<file path="config.mk">
export PLATFORM = sky130hd
export DESIGN_NAME = fflmb_top
export DESIGN_NICKNAME = d
export VERILOG_FILES = /design/src/core/fflmb_pkg.sv /design/src/core/fflmb_top.sv /design/src/core/fflmb_sync.sv /design/src/core/fflmb_flag.sv
export SDC_FILE = /design/constraint.sdc
export NUM_CORES = 1
export LEC_CHECK = 0
export BUFFER_PORTS_ARGS = -buffer_cell sky130_fd_sc_hd__buf_2
export CAP_MARGIN = 20
export CORE_ASPECT_RATIO = 1.1
export CORE_MARGIN = 8
export CORE_UTILIZATION = 46
export DETAILED_ROUTE_END_ITERATION = 6
export PLACE_DENSITY = 0.68
export SYNTH_ARGS = -nofsm -noshare
export SYNTH_HDL_FRONTEND = slang
export SYNTH_HIERARCHICAL = 1
export SYNTH_SLANG_ARGS = --single-unit
</file>
<file path="constraint.sdc">
create_clock -name i_sys_clk -period 7.9 [get_ports i_sys_clk]
set_input_delay 2.37 -clock i_sys_clk [delete_from_list [all_inputs] [get_ports i_sys_clk]]
set_output_delay 2.37 -clock i_sys_clk [all_outputs]
set_load 0.01 [all_outputs]
</file>
<file path="src/core/fflmb_pkg.sv">
// Constants and types for the FIFO flag and mailbox block.
// Assumes one system clock; all port pins are sampled through synchronisers.
package fflmb_pkg;

	// Memory depth and counter widths
	localparam int                 CNT_W        = 11;
	localparam int                 OFS_W        = 10;
	localparam int                 MAIL_W       = 18;
	localparam int                 A_W          = 36;
	localparam logic [CNT_W-1:0]   DEPTH_CNT    = 11'h400;

	// Offset presets chosen by strap during reset
	localparam logic [1:0]         PRESET_SEL_8  = 2'h0;
	localparam logic [1:0]         PRESET_SEL_16 = 2'h1;
	localparam logic [OFS_W-1:0]   PRESET_8     = 10'h008;
	localparam logic [OFS_W-1:0]   PRESET_16    = 10'h010;
	localparam logic [OFS_W-1:0]   PRESET_64    = 10'h040;

	// Offset vector: fifo1 empty, fifo1 full, fifo2 empty, fifo2 full
	localparam int                 OFS_VEC_W    = 40;
	localparam int                 X1_LSB       = 30;
	localparam int                 Y1_LSB       = 20;
	localparam int                 X2_LSB       = 10;
	localparam int                 Y2_LSB       = 0;

	// Mail lanes and reset values
	localparam logic [MAIL_W-1:0]  BYTE_MASK    = 18'h001ff;
	localparam logic [MAIL_W-1:0]  WORD_MASK    = 18'h3ffff;
	localparam logic [MAIL_W-1:0]  MAIL_RESET   = 18'h00000;
	localparam logic               MBF_RESET    = 1'b1;

	// Flag indices
	localparam int                 N_FLAGS      = 6;
	localparam int                 F_FULL_A     = 0;
	localparam int                 F_FULL_C     = 1;
	localparam int                 F_AE_B       = 2;
	localparam int                 F_AE_A       = 3;
	localparam int                 F_AF_A       = 4;
	localparam int                 F_AF_C       = 5;

	typedef struct packed {
		logic              a_clk;
		logic              b_clk;
		logic              c_clk;
		logic              first_word_fall_through_mode;
		logic [1:0]        ofs_sel;
		logic              a_cs_n;
		logic              a_wnr;
		logic              a_en;
		logic              a_mb;
		logic              a_prog;
		logic              a_ser_en;
		logic              a_ser_d;
		logic [A_W-1:0]    a_data;
		logic              b_cs_n;
		logic              b_ren;
		logic              b_mb;
		logic              b_byte;
		logic              c_wen;
		logic              c_mb;
		logic              c_byte;
		logic [MAIL_W-1:0] c_data;
	} fflmb_pins_t;

	typedef struct packed {
		fflmb_pins_t s1;
		fflmb_pins_t s2;
		fflmb_pins_t s3;
		fflmb_pins_t lvl;
	} fflmb_sync_t;

	typedef struct packed {
		logic s1;
		logic flag;
	} fflmb_flag_t;

	typedef struct packed {
		logic [2:0]           clk_prev;
		logic [CNT_W-1:0]     wptr1;
		logic [CNT_W-1:0]     rptr1;
		logic [CNT_W-1:0]     wptr2;
		logic [CNT_W-1:0]     rptr2;
		logic [OFS_VEC_W-1:0] ofs;
		logic [MAIL_W-1:0]    a_to_b_mail_register;
		logic [MAIL_W-1:0]    c_to_a_mail_register;
		logic                 a_to_b_mail_flag;
		logic                 c_to_a_mail_flag;
		logic                 first_word_fall_through_mode;
		logic [A_W-1:0]       a_out;
		logic                 a_oe_n;
		logic [MAIL_W-1:0]    b_out;
		logic                 b_oe_n;
		logic                 wr1;
		logic                 wr2;
	} fflmb_state_t;

endpackage : fflmb_pkg

</file>
<file path="src/core/fflmb_top.sv">
// Flag and mailbox logic for a dual queue, three port buffer.
// Assumes the data path reports each word moved from memory to an output register.
`timescale 1ns/1ps
`default_nettype none
// Function
// - Full flag low blocks writes
// - Same flag: input ready or full by mode
// - Write pointer steps; full flag on writer clock
// - Full flag rises on second writer edge
// - Edge too near read not counted
// - Almost-empty high above offset, low otherwise
// - Port B uses fifo1, port A fifo2
// - Almost-empty rises on second reader edge
// - Edge too near write not counted
// - Almost-full low at depth minus offset
// - Almost-full offsets per queue, writer clock
// - Almost-full rises on second writer edge
// - Output register word not counted
// - Offsets preset, parallel or serial loaded
// - Two 18-bit bypass mail registers
// - Port A writes A-to-B mail
// - Port C writes C-to-A mail
// - Mail write clears flag, blocks further writes
// - Mailbox select picks mail or queue data
// - Port B mail read sets flag
// - Port A mail read sets flag
// - Reading mail keeps contents
// - Full, almost-empty and almost-full flags pass two stages on port clock
// - Mail data ignores byte order
module fflmb_top (
	// Clock and reset
	input  wire logic        i_sys_clk,
	input  wire logic        i_resetn,
	// Port clocks and straps
	input  wire logic        i_port_a_clock,
	input  wire logic        i_port_b_clock,
	input  wire logic        i_port_c_clock,
	input  wire logic        i_first_word_fall_through_mode,
	input  wire logic [1:0]  i_offset_preset_sel,
	// Port A
	input  wire logic        i_port_a_chip_select_n,
	input  wire logic        i_port_a_write_not_read,
	input  wire logic        i_port_a_enable,
	input  wire logic        i_port_a_mailbox_select,
	input  wire logic        i_port_a_offset_program,
	input  wire logic        i_port_a_serial_enable,
	input  wire logic        i_port_a_serial_data,
	input  wire logic [35:0] i_port_a_data,
	output logic      [35:0] o_port_a_data,
	output logic             o_port_a_data_oe_n,
	// Port B
	input  wire logic        i_port_b_chip_select_n,
	input  wire logic        i_port_b_read_enable,
	input  wire logic        i_port_b_mailbox_select,
	input  wire logic        i_port_b_size_byte,
	output logic      [17:0] o_port_b_data,
	output logic             o_port_b_data_oe_n,
	// Port C
	input  wire logic        i_port_c_write_enable,
	input  wire logic        i_port_c_mailbox_select,
	input  wire logic        i_port_c_size_byte,
	input  wire logic [17:0] i_port_c_data,
	// Data path
	input  wire logic        i_fifo1_mem_read,
	input  wire logic        i_fifo2_mem_read,
	input  wire logic [17:0] i_fifo1_out_data,
	input  wire logic [35:0] i_fifo2_out_data,
	output logic             o_fifo1_write,
	output logic             o_fifo2_write,
	output logic             o_first_word_fall_through_mode,
	// Flags
	output logic             o_port_a_full_or_input_ready,
	output logic             o_port_c_full_or_input_ready,
	output logic             o_port_a_almost_empty_flag,
	output logic             o_port_b_almost_empty_flag,
	output logic             o_port_a_almost_full_flag,
	output logic             o_port_c_almost_full_flag,
	output logic             o_a_to_b_mail_flag,
	output logic             o_c_to_a_mail_flag
);
	fflmb_pkg::fflmb_state_t            r_reg;
	fflmb_pkg::fflmb_state_t            r_next;
	fflmb_pkg::fflmb_pins_t             raw_pins;
	fflmb_pkg::fflmb_pins_t             pin;
	logic                               a_edge;
	logic                               b_edge;
	logic                               c_edge;
	logic                               a_sel_wr;
	logic                               a_sel_rd;
	logic                               b_sel_rd;
	logic                               c_sel_wr;
	logic                               f1_wr;
	logic                               f2_wr;
	logic                               f1_rd;
	logic                               f2_rd;
	logic                               m1_wr;
	logic                               m2_wr;
	logic                               ofs_par;
	logic                               ofs_ser;
	logic [fflmb_pkg::CNT_W-1:0]        cnt1;
	logic [fflmb_pkg::CNT_W-1:0]        cnt2;
	logic [fflmb_pkg::CNT_W-1:0]        cnt1_w;
	logic [fflmb_pkg::CNT_W-1:0]        cnt2_w;
	logic [fflmb_pkg::CNT_W-1:0]        cnt1_r;
	logic [fflmb_pkg::CNT_W-1:0]        cnt2_r;
	logic [fflmb_pkg::OFS_W-1:0]        x1;
	logic [fflmb_pkg::OFS_W-1:0]        y1;
	logic [fflmb_pkg::OFS_W-1:0]        x2;
	logic [fflmb_pkg::OFS_W-1:0]        y2;
	logic [fflmb_pkg::MAIL_W-1:0]       m1_data;
	logic [fflmb_pkg::MAIL_W-1:0]       m2_data;
	logic [fflmb_pkg::N_FLAGS-1:0]      flag_edge;
	logic [fflmb_pkg::N_FLAGS-1:0]      flag_raw;
	logic [fflmb_pkg::N_FLAGS-1:0]      flag;

	function automatic logic [fflmb_pkg::MAIL_W-1:0] lane_mask(input logic byte_size);
		lane_mask = byte_size ? fflmb_pkg::BYTE_MASK : fflmb_pkg::WORD_MASK;
	endfunction : lane_mask

	function automatic logic [fflmb_pkg::OFS_W-1:0] preset_value(input logic [1:0] sel);
		if (sel == fflmb_pkg::PRESET_SEL_8) begin
			preset_value = fflmb_pkg::PRESET_8;
		end else if (sel == fflmb_pkg::PRESET_SEL_16) begin
			preset_value = fflmb_pkg::PRESET_16;
		end else begin
			preset_value = fflmb_pkg::PRESET_64;
		end
	endfunction : preset_value

	function automatic logic af_clear(input logic [fflmb_pkg::CNT_W-1:0] cnt,
		input logic [fflmb_pkg::OFS_W-1:0] ofs);
		af_clear = ({1'b0, cnt} + {2'b00, ofs}) < {1'b0, fflmb_pkg::DEPTH_CNT};
	endfunction : af_clear

	always_comb begin
		raw_pins          = '0;
		raw_pins.a_clk    = i_port_a_clock;
		raw_pins.b_clk    = i_port_b_clock;
		raw_pins.c_clk    = i_port_c_clock;
		raw_pins.first_word_fall_through_mode     = i_first_word_fall_through_mode;
		raw_pins.ofs_sel  = i_offset_preset_sel;
		raw_pins.a_cs_n   = i_port_a_chip_select_n;
		raw_pins.a_wnr    = i_port_a_write_not_read;
		raw_pins.a_en     = i_port_a_enable;
		raw_pins.a_mb     = i_port_a_mailbox_select;
		raw_pins.a_prog   = i_port_a_offset_program;
		raw_pins.a_ser_en = i_port_a_serial_enable;
		raw_pins.a_ser_d  = i_port_a_serial_data;
		raw_pins.a_data   = i_port_a_data;
		raw_pins.b_cs_n   = i_port_b_chip_select_n;
		raw_pins.b_ren    = i_port_b_read_enable;
		raw_pins.b_mb     = i_port_b_mailbox_select;
		raw_pins.b_byte   = i_port_b_size_byte;
		raw_pins.c_wen    = i_port_c_write_enable;
		raw_pins.c_mb     = i_port_c_mailbox_select;
		raw_pins.c_byte   = i_port_c_size_byte;
		raw_pins.c_data   = i_port_c_data;
	end

	// Clocks and controls share one synchroniser so they stay aligned
	fflmb_sync u_sync (
		.i_sys_clk (i_sys_clk),
		.i_pins    (raw_pins),
		.o_pins    (pin)
	);

	// Port clock edges and selected operations
	assign a_edge   = pin.a_clk & ~r_reg.clk_prev[0];
	assign b_edge   = pin.b_clk & ~r_reg.clk_prev[1];
	assign c_edge   = pin.c_clk & ~r_reg.clk_prev[2];
	assign a_sel_wr = a_edge & ~pin.a_cs_n & pin.a_wnr & pin.a_en;
	assign a_sel_rd = a_edge & ~pin.a_cs_n & ~pin.a_wnr & pin.a_en;
	assign b_sel_rd = b_edge & ~pin.b_cs_n & pin.b_ren;
	assign c_sel_wr = c_edge & pin.c_wen;

	// Queue writes only while a location is free
	assign f1_wr    = a_sel_wr & ~pin.a_mb & ~pin.a_prog & flag[fflmb_pkg::F_FULL_A];
	assign f2_wr    = c_sel_wr & ~pin.c_mb & flag[fflmb_pkg::F_FULL_C];
	// Output register word has left memory, so only memory words count
	assign f1_rd    = i_fifo1_mem_read & (cnt1 != '0);
	assign f2_rd    = i_fifo2_mem_read & (cnt2 != '0);
	assign ofs_par  = a_sel_wr & pin.a_prog;
	assign ofs_ser  = a_edge & pin.a_ser_en;

	// Mail writes only while the flag shows the box empty
	assign m1_wr    = a_sel_wr & pin.a_mb & ~pin.a_prog & r_reg.a_to_b_mail_flag;
	assign m2_wr    = c_sel_wr & pin.c_mb & r_reg.c_to_a_mail_flag;
	// Lanes pass straight through, no byte reordering
	assign m1_data  = pin.a_data[fflmb_pkg::MAIL_W-1:0] & lane_mask(pin.b_byte);
	assign m2_data  = pin.c_data & lane_mask(pin.c_byte);

	assign x1       = r_reg.ofs[fflmb_pkg::X1_LSB +: fflmb_pkg::OFS_W];
	assign y1       = r_reg.ofs[fflmb_pkg::Y1_LSB +: fflmb_pkg::OFS_W];
	assign x2       = r_reg.ofs[fflmb_pkg::X2_LSB +: fflmb_pkg::OFS_W];
	assign y2       = r_reg.ofs[fflmb_pkg::Y2_LSB +: fflmb_pkg::OFS_W];

	// Memory fill levels
	assign cnt1     = r_reg.wptr1 - r_reg.rptr1;
	assign cnt2     = r_reg.wptr2 - r_reg.rptr2;
	// Each side sees only its own event this cycle; the other side's
	// event is seen one cycle later, so a coincident edge never counts
	assign cnt1_w   = cnt1 + {{(fflmb_pkg::CNT_W-1){1'b0}}, f1_wr};
	assign cnt2_w   = cnt2 + {{(fflmb_pkg::CNT_W-1){1'b0}}, f2_wr};
	assign cnt1_r   = cnt1 - {{(fflmb_pkg::CNT_W-1){1'b0}}, f1_rd};
	assign cnt2_r   = cnt2 - {{(fflmb_pkg::CNT_W-1){1'b0}}, f2_rd};

	// Three flags per queue, each on the clock of the port it serves
	assign flag_edge = {c_edge, a_edge, a_edge, b_edge, c_edge, a_edge};
	assign flag_raw[fflmb_pkg::F_FULL_A] = cnt1_w < fflmb_pkg::DEPTH_CNT;
	assign flag_raw[fflmb_pkg::F_FULL_C] = cnt2_w < fflmb_pkg::DEPTH_CNT;
	assign flag_raw[fflmb_pkg::F_AE_B]   = cnt1_r > {1'b0, x1};
	assign flag_raw[fflmb_pkg::F_AE_A]   = cnt2_r > {1'b0, x2};
	assign flag_raw[fflmb_pkg::F_AF_A]   = af_clear(cnt1_w, y1);
	assign flag_raw[fflmb_pkg::F_AF_C]   = af_clear(cnt2_w, y2);

	// Two stages per flag: high only after two port edges
	for (genvar g = 0; g < fflmb_pkg::N_FLAGS; g++) begin : g_flag
		fflmb_flag u_flag (
			.i_sys_clk (i_sys_clk),
			.i_resetn  (i_resetn),
			.i_edge    (flag_edge[g]),
			.i_raw     (flag_raw[g]),
			.o_flag    (flag[g])
		);
	end

	always_comb begin
		r_next          = r_reg;
		r_next.clk_prev = {pin.c_clk, pin.b_clk, pin.a_clk};
		if (f1_wr) begin
			r_next.wptr1 = r_reg.wptr1 + 11'h001;
		end
		if (f2_wr) begin
			r_next.wptr2 = r_reg.wptr2 + 11'h001;
		end
		if (f1_rd) begin
			r_next.rptr1 = r_reg.rptr1 + 11'h001;
		end
		if (f2_rd) begin
			r_next.rptr2 = r_reg.rptr2 + 11'h001;
		end
		// Parallel and serial loading both shift the same offset chain
		if (ofs_par) begin
			r_next.ofs = {r_reg.ofs[fflmb_pkg::OFS_VEC_W-fflmb_pkg::OFS_W-1:0],
				pin.a_data[fflmb_pkg::OFS_W-1:0]};
		end else if (ofs_ser) begin
			r_next.ofs = {r_reg.ofs[fflmb_pkg::OFS_VEC_W-2:0], pin.a_ser_d};
		end
		// Contents change only on an accepted write or reset
		if (m1_wr) begin
			r_next.a_to_b_mail_register = m1_data;
		end
		if (m2_wr) begin
			r_next.c_to_a_mail_register = m2_data;
		end
		// New mail wins over a read on the same cycle
		if (m1_wr) begin
			r_next.a_to_b_mail_flag = 1'b0;
		end else if (b_sel_rd && pin.b_mb) begin
			r_next.a_to_b_mail_flag = 1'b1;
		end
		if (m2_wr) begin
			r_next.c_to_a_mail_flag = 1'b0;
		end else if (a_sel_rd && pin.a_mb) begin
			r_next.c_to_a_mail_flag = 1'b1;
		end
		// Mail on upper lanes of port A; lower lanes undefined, driven zero
		r_next.a_out  = pin.a_mb ? {r_reg.c_to_a_mail_register, fflmb_pkg::MAIL_RESET} : i_fifo2_out_data;
		r_next.b_out  = pin.b_mb ? r_reg.a_to_b_mail_register : i_fifo1_out_data;
		r_next.a_oe_n = pin.a_cs_n | pin.a_wnr;
		r_next.b_oe_n = pin.b_cs_n;
		r_next.wr1    = f1_wr;
		r_next.wr2    = f2_wr;
		if (!i_resetn) begin
			r_next        = '0;
			r_next.a_to_b_mail_flag   = fflmb_pkg::MBF_RESET;
			r_next.c_to_a_mail_flag   = fflmb_pkg::MBF_RESET;
			r_next.a_oe_n = 1'b1;
			r_next.b_oe_n = 1'b1;
			r_next.ofs    = {4{preset_value(pin.ofs_sel)}};
			// Track clock levels in reset so a clock high at release is no edge
			r_next.clk_prev = {pin.c_clk, pin.b_clk, pin.a_clk};
			// Timing mode caught every reset cycle, frozen at release
			r_next.first_word_fall_through_mode   = pin.first_word_fall_through_mode;
		end
	end

	always_ff @(posedge i_sys_clk) begin
		r_reg <= r_next;
	end

	// Both timing modes share one flag; only its name differs
	assign o_port_a_full_or_input_ready   = flag[fflmb_pkg::F_FULL_A];
	assign o_port_c_full_or_input_ready   = flag[fflmb_pkg::F_FULL_C];
	assign o_port_b_almost_empty_flag     = flag[fflmb_pkg::F_AE_B];
	assign o_port_a_almost_empty_flag     = flag[fflmb_pkg::F_AE_A];
	assign o_port_a_almost_full_flag      = flag[fflmb_pkg::F_AF_A];
	assign o_port_c_almost_full_flag      = flag[fflmb_pkg::F_AF_C];
	assign o_a_to_b_mail_flag             = r_reg.a_to_b_mail_flag;
	assign o_c_to_a_mail_flag             = r_reg.c_to_a_mail_flag;
	assign o_port_a_data                  = r_reg.a_out;
	assign o_port_a_data_oe_n             = r_reg.a_oe_n;
	assign o_port_b_data                  = r_reg.b_out;
	assign o_port_b_data_oe_n             = r_reg.b_oe_n;
	assign o_fifo1_write                  = r_reg.wr1;
	assign o_fifo2_write                  = r_reg.wr2;
	assign o_first_word_fall_through_mode = r_reg.first_word_fall_through_mode;
endmodule : fflmb_top
`default_nettype wire

</file>
<file path="src/core/fflmb_sync.sv">
// Three-stage synchroniser for every port pin.
// Assumes pins are quasi-static around their own port clock edges.
`timescale 1ns/1ps
`default_nettype none
module fflmb_sync (
	// Clock
	input  wire logic                   i_sys_clk,
	// Raw pins and filtered levels
	input  wire fflmb_pkg::fflmb_pins_t i_pins,
	output var fflmb_pkg::fflmb_pins_t  o_pins
);
	fflmb_pkg::fflmb_sync_t r_reg;
	fflmb_pkg::fflmb_sync_t r_next;

	// No reset: straps must pass through while reset is held
	always_comb begin
		r_next     = r_reg;
		r_next.s1  = i_pins;
		r_next.s2  = r_reg.s1;
		r_next.s3  = r_reg.s2;
		// A level changes only once stages two and three agree
		r_next.lvl = (r_reg.s2 & r_reg.s3) | (r_reg.lvl & (r_reg.s2 | r_reg.s3));
	end

	always_ff @(posedge i_sys_clk) begin
		r_reg <= r_next;
	end

	assign o_pins = r_reg.lvl;
endmodule : fflmb_sync
`default_nettype wire

</file>
<file path="src/core/fflmb_flag.sv">
// One status flag retimed to its own port clock edge.
// Assumes i_raw already includes the event of this same edge.
`timescale 1ns/1ps
`default_nettype none
module fflmb_flag (
	// Clock and reset
	input  wire logic i_sys_clk,
	input  wire logic i_resetn,
	// Port clock edge and raw condition
	input  wire logic i_edge,
	input  wire logic i_raw,
	// Retimed flag
	output logic      o_flag
);
	fflmb_pkg::fflmb_flag_t r_reg;
	fflmb_pkg::fflmb_flag_t r_next;

	// Falling takes one port edge, rising takes two port edges
	always_comb begin
		r_next = r_reg;
		if (!i_resetn) begin
			r_next = '0;
		end else if (i_edge) begin
			r_next.s1   = i_raw;
			r_next.flag = r_reg.s1 & i_raw;
		end
	end

	always_ff @(posedge i_sys_clk) begin
		r_reg <= r_next;
	end

	assign o_flag = r_reg.flag;
endmodule : fflmb_flag
`default_nettype wire

</file>
==> impl_metrics.py <==
metrics = {
    "timing": {
        "whs_ns": 0.322,
        "fin_skew_ns": 0.0181,
        "setup_tns_ns": 0,
        "fmaxAchievable_mhz": 175,
        "setup_slack_ns": 2.17,
        "finalMaxSlewViolations": 0,
        "fin_crit_sh_pct": 72.5,
        "setup_violations": 0,
        "tightestPinTransition_ns": 0.995,
        "slew_headroom_pct": 33.5,
        "rsz0062_at_grt": "false",
        "hold_viol": 0,
        "fin_crit_ns": 5.73,
    },
    "routing": {
        "routed-via-count": 10500,
        "route.antenna.remaining_nets": 0,
        "drc": 0,
        "drtIter0Drc": 508,
        "routedWlPerCell_um": 15.1,
        "firstDrtPassIters": 5,
        "vias_per_cell": 5.01,
        "wirelength_um": 31700,
    },
    "global_route": {
        "track_usage_pct": 15.0,
        "use_met3_pct": 4.13,
        "grt_pass1_wl_um": 52400,
        "met2_usage_pct": 26.1,
        "busiest_layer": "met2",
        "grt_util_met1_pct": 17.9,
        "grt_max_degree": 59,
        "grt_pass1_vias": 10400,
        "grt-ovfl-total": 0,
        "antenna_found_initial": 7,
    },
    "worst_setup_path": {
        "crit-reg2reg-capture": "g_flag[3].u_flag/r_reg[1]",
        "cp_common_cell": "ha_1",
        "startpoint": "r_reg[141]",
        "cp_data_required_time_ns": 8.39,
        "crit_family": "compound AO/OA/AOI/OAI gates",
        "r2r-start": "r_reg[141]",
        "crit_path_cell_trace": "inv_1, ha_1, a21o_1, a31oi_1, nand2_1, xnor2_1, o2111ai_1, nor4_4, nor2b_1, ha_1, ha_1, nand2_1, nor2_1, xor2_1, ha_1, nand3_1, o21ai_0, a21o_1, a21oi_1, o21a_1, o21ai_0, mux2i_1, nor2b_1",
        "start_kind": "flip-flop",
        "crit_type": "flip-flop to flip-flop",
        "path_max_fanout": 18,
        "max_stage_delay_ns": 0.75,
        "path_buf_inv": 1,
        "worst_ep_arrival_time_ns": 6.22,
        "cp-endpoint": "g_flag[3].u_flag/r_reg[1]",
        "path_depth": 23,
        "cpMaxStageDelayCell": "nor4_4",
        "end_kind": "flip-flop",
        "r2r_slack_ns": 2.17,
        "worstRegToRegCells": 23,
    },
    "final_layout": {
        "final_nets": 1825,
        "final_util_pct": 52.0,
        "final_cells": 2097,
        "largest_register_ffs": 123,
        "syn_to_final_growth_pct": 12.0,
        "drive_gt1_share_pct": 19.7,
        "layout_commonest_cell": "dfxtp_1",
        "mostFrequentLayoutCells": "dfxtp_1, nand2_1, buf_2",
    },
    "pwr": {
        "ir_drop_uv": 216,
        "p_seq_share_pct": 49.0,
        "p_comb_share_pct": 10.3,
        "p_int_mw": 3.66,
        "swShare_pct": 24.1,
        "power_switching_mw": 1.16,
        "power.density_mw_per_mm2": 265,
        "p_leak_nw": 7.58,
        "p_clk_share_pct": 40.7,
    },
    "cts": {
        "cts-root-buf": "clkbuf_16",
        "cts_buffer_depth": 3,
        "cts_setup_buffers": 0,
        "clk_pin_slew_worst_paths_ns": 0.06,
        "cts.sinks": 420,
        "htreeDepth": 2,
        "cts_resized": 0,
        "cts_buffers": 41,
        "cts_tree": "done",
        "clock_latency_ns": 0.55,
        "holdBufCountCts": 0,
    },
    "floorplan": {
        "dieHeight_um": 213,
        "design.die.area_mm2": 0.0415,
        "rows": 72,
        "dieWidth_um": 195,
        "pin_count": 199,
        "initial_core_util_pct": 46.4,
        "core_area_mm2": 0.0350,
    },
    "placement": {
        "place_ws_ns": 2.19,
        "dpl.cell_count": 2021,
        "gp_congestion": 0.824,
        "port_buffers": 180,
        "dpl.hpwl_um": 22600,
    },
    "synthesis": {
        "synth_area_mm2": 0.0162,
        "synthesis.nets": 1751,
        "avgSynthCellArea_um2": 10.5,
        "synthCells": 1547,
        "yosysWarnings": 6,
    },
    "min_path": {
        "hp-class": "flip-flop to flip-flop",
        "hold_depth": 0,
    },
    "status": {
        "status": "finished clean",
    },
    "flow_run": {
        "cap_violations": 0,
    },
}
[worst min path at each step]
stage / slack, ns / to / start
global placement: 0.31 / u_sync/r_next[112] / u_sync/r_next[186]
floorplan: 0.31 / u_sync/r_next[100] / u_sync/r_next[174]
finish: 0.32 / u_sync/r_next[103] / u_sync/r_next[177]
CTS: 0.32 / u_sync/r_next[103] / u_sync/r_next[177]
detailed placement: 0.31 / u_sync/r_next[111] / u_sync/r_next[185]
global route: 0.33 / u_sync/r_next[142] / u_sync/r_next[216]
[per-layer routing]
layer  routed length [um]  vias to the layer above
met1                13700                     4884
li1                     -                     5349
met3                 1730                       66
met2                15400                      198
met5                   70                        -
met4                  838                       12
[metrics by stage]
stage	power, mW	area [um2]
2_1_floorplan	2.81	16200
3_3_place_gp	2.88	16700
3_5_place_dp	2.91	16700
4_1_cts	4.88	18100
5_1_grt	5.05	18200
6_report	4.82	18200
[final cells by class]
cell class	count	area (um2)
well taps	444	556
clock buffers	59	1240
diodes	1	2.50
flip-flops and latches	420	8820
multi-input cells	912	6170
fillers	3142	16800
inverters	57	216
clock inverters	15	171
repair buffers	189	1000
[power by group through the flow]
stage               registers (mW)  logic [mW]  clock network (mW)
floorplan                     2.38       0.424                   0
finish                        2.36       0.495                1.96
global route                  2.38       0.559                2.11
CTS                           2.37       0.499                2.02
detailed placement            2.41       0.495                   0
global placement              2.41       0.473                   0
Power figures use the tool's default switching activity.
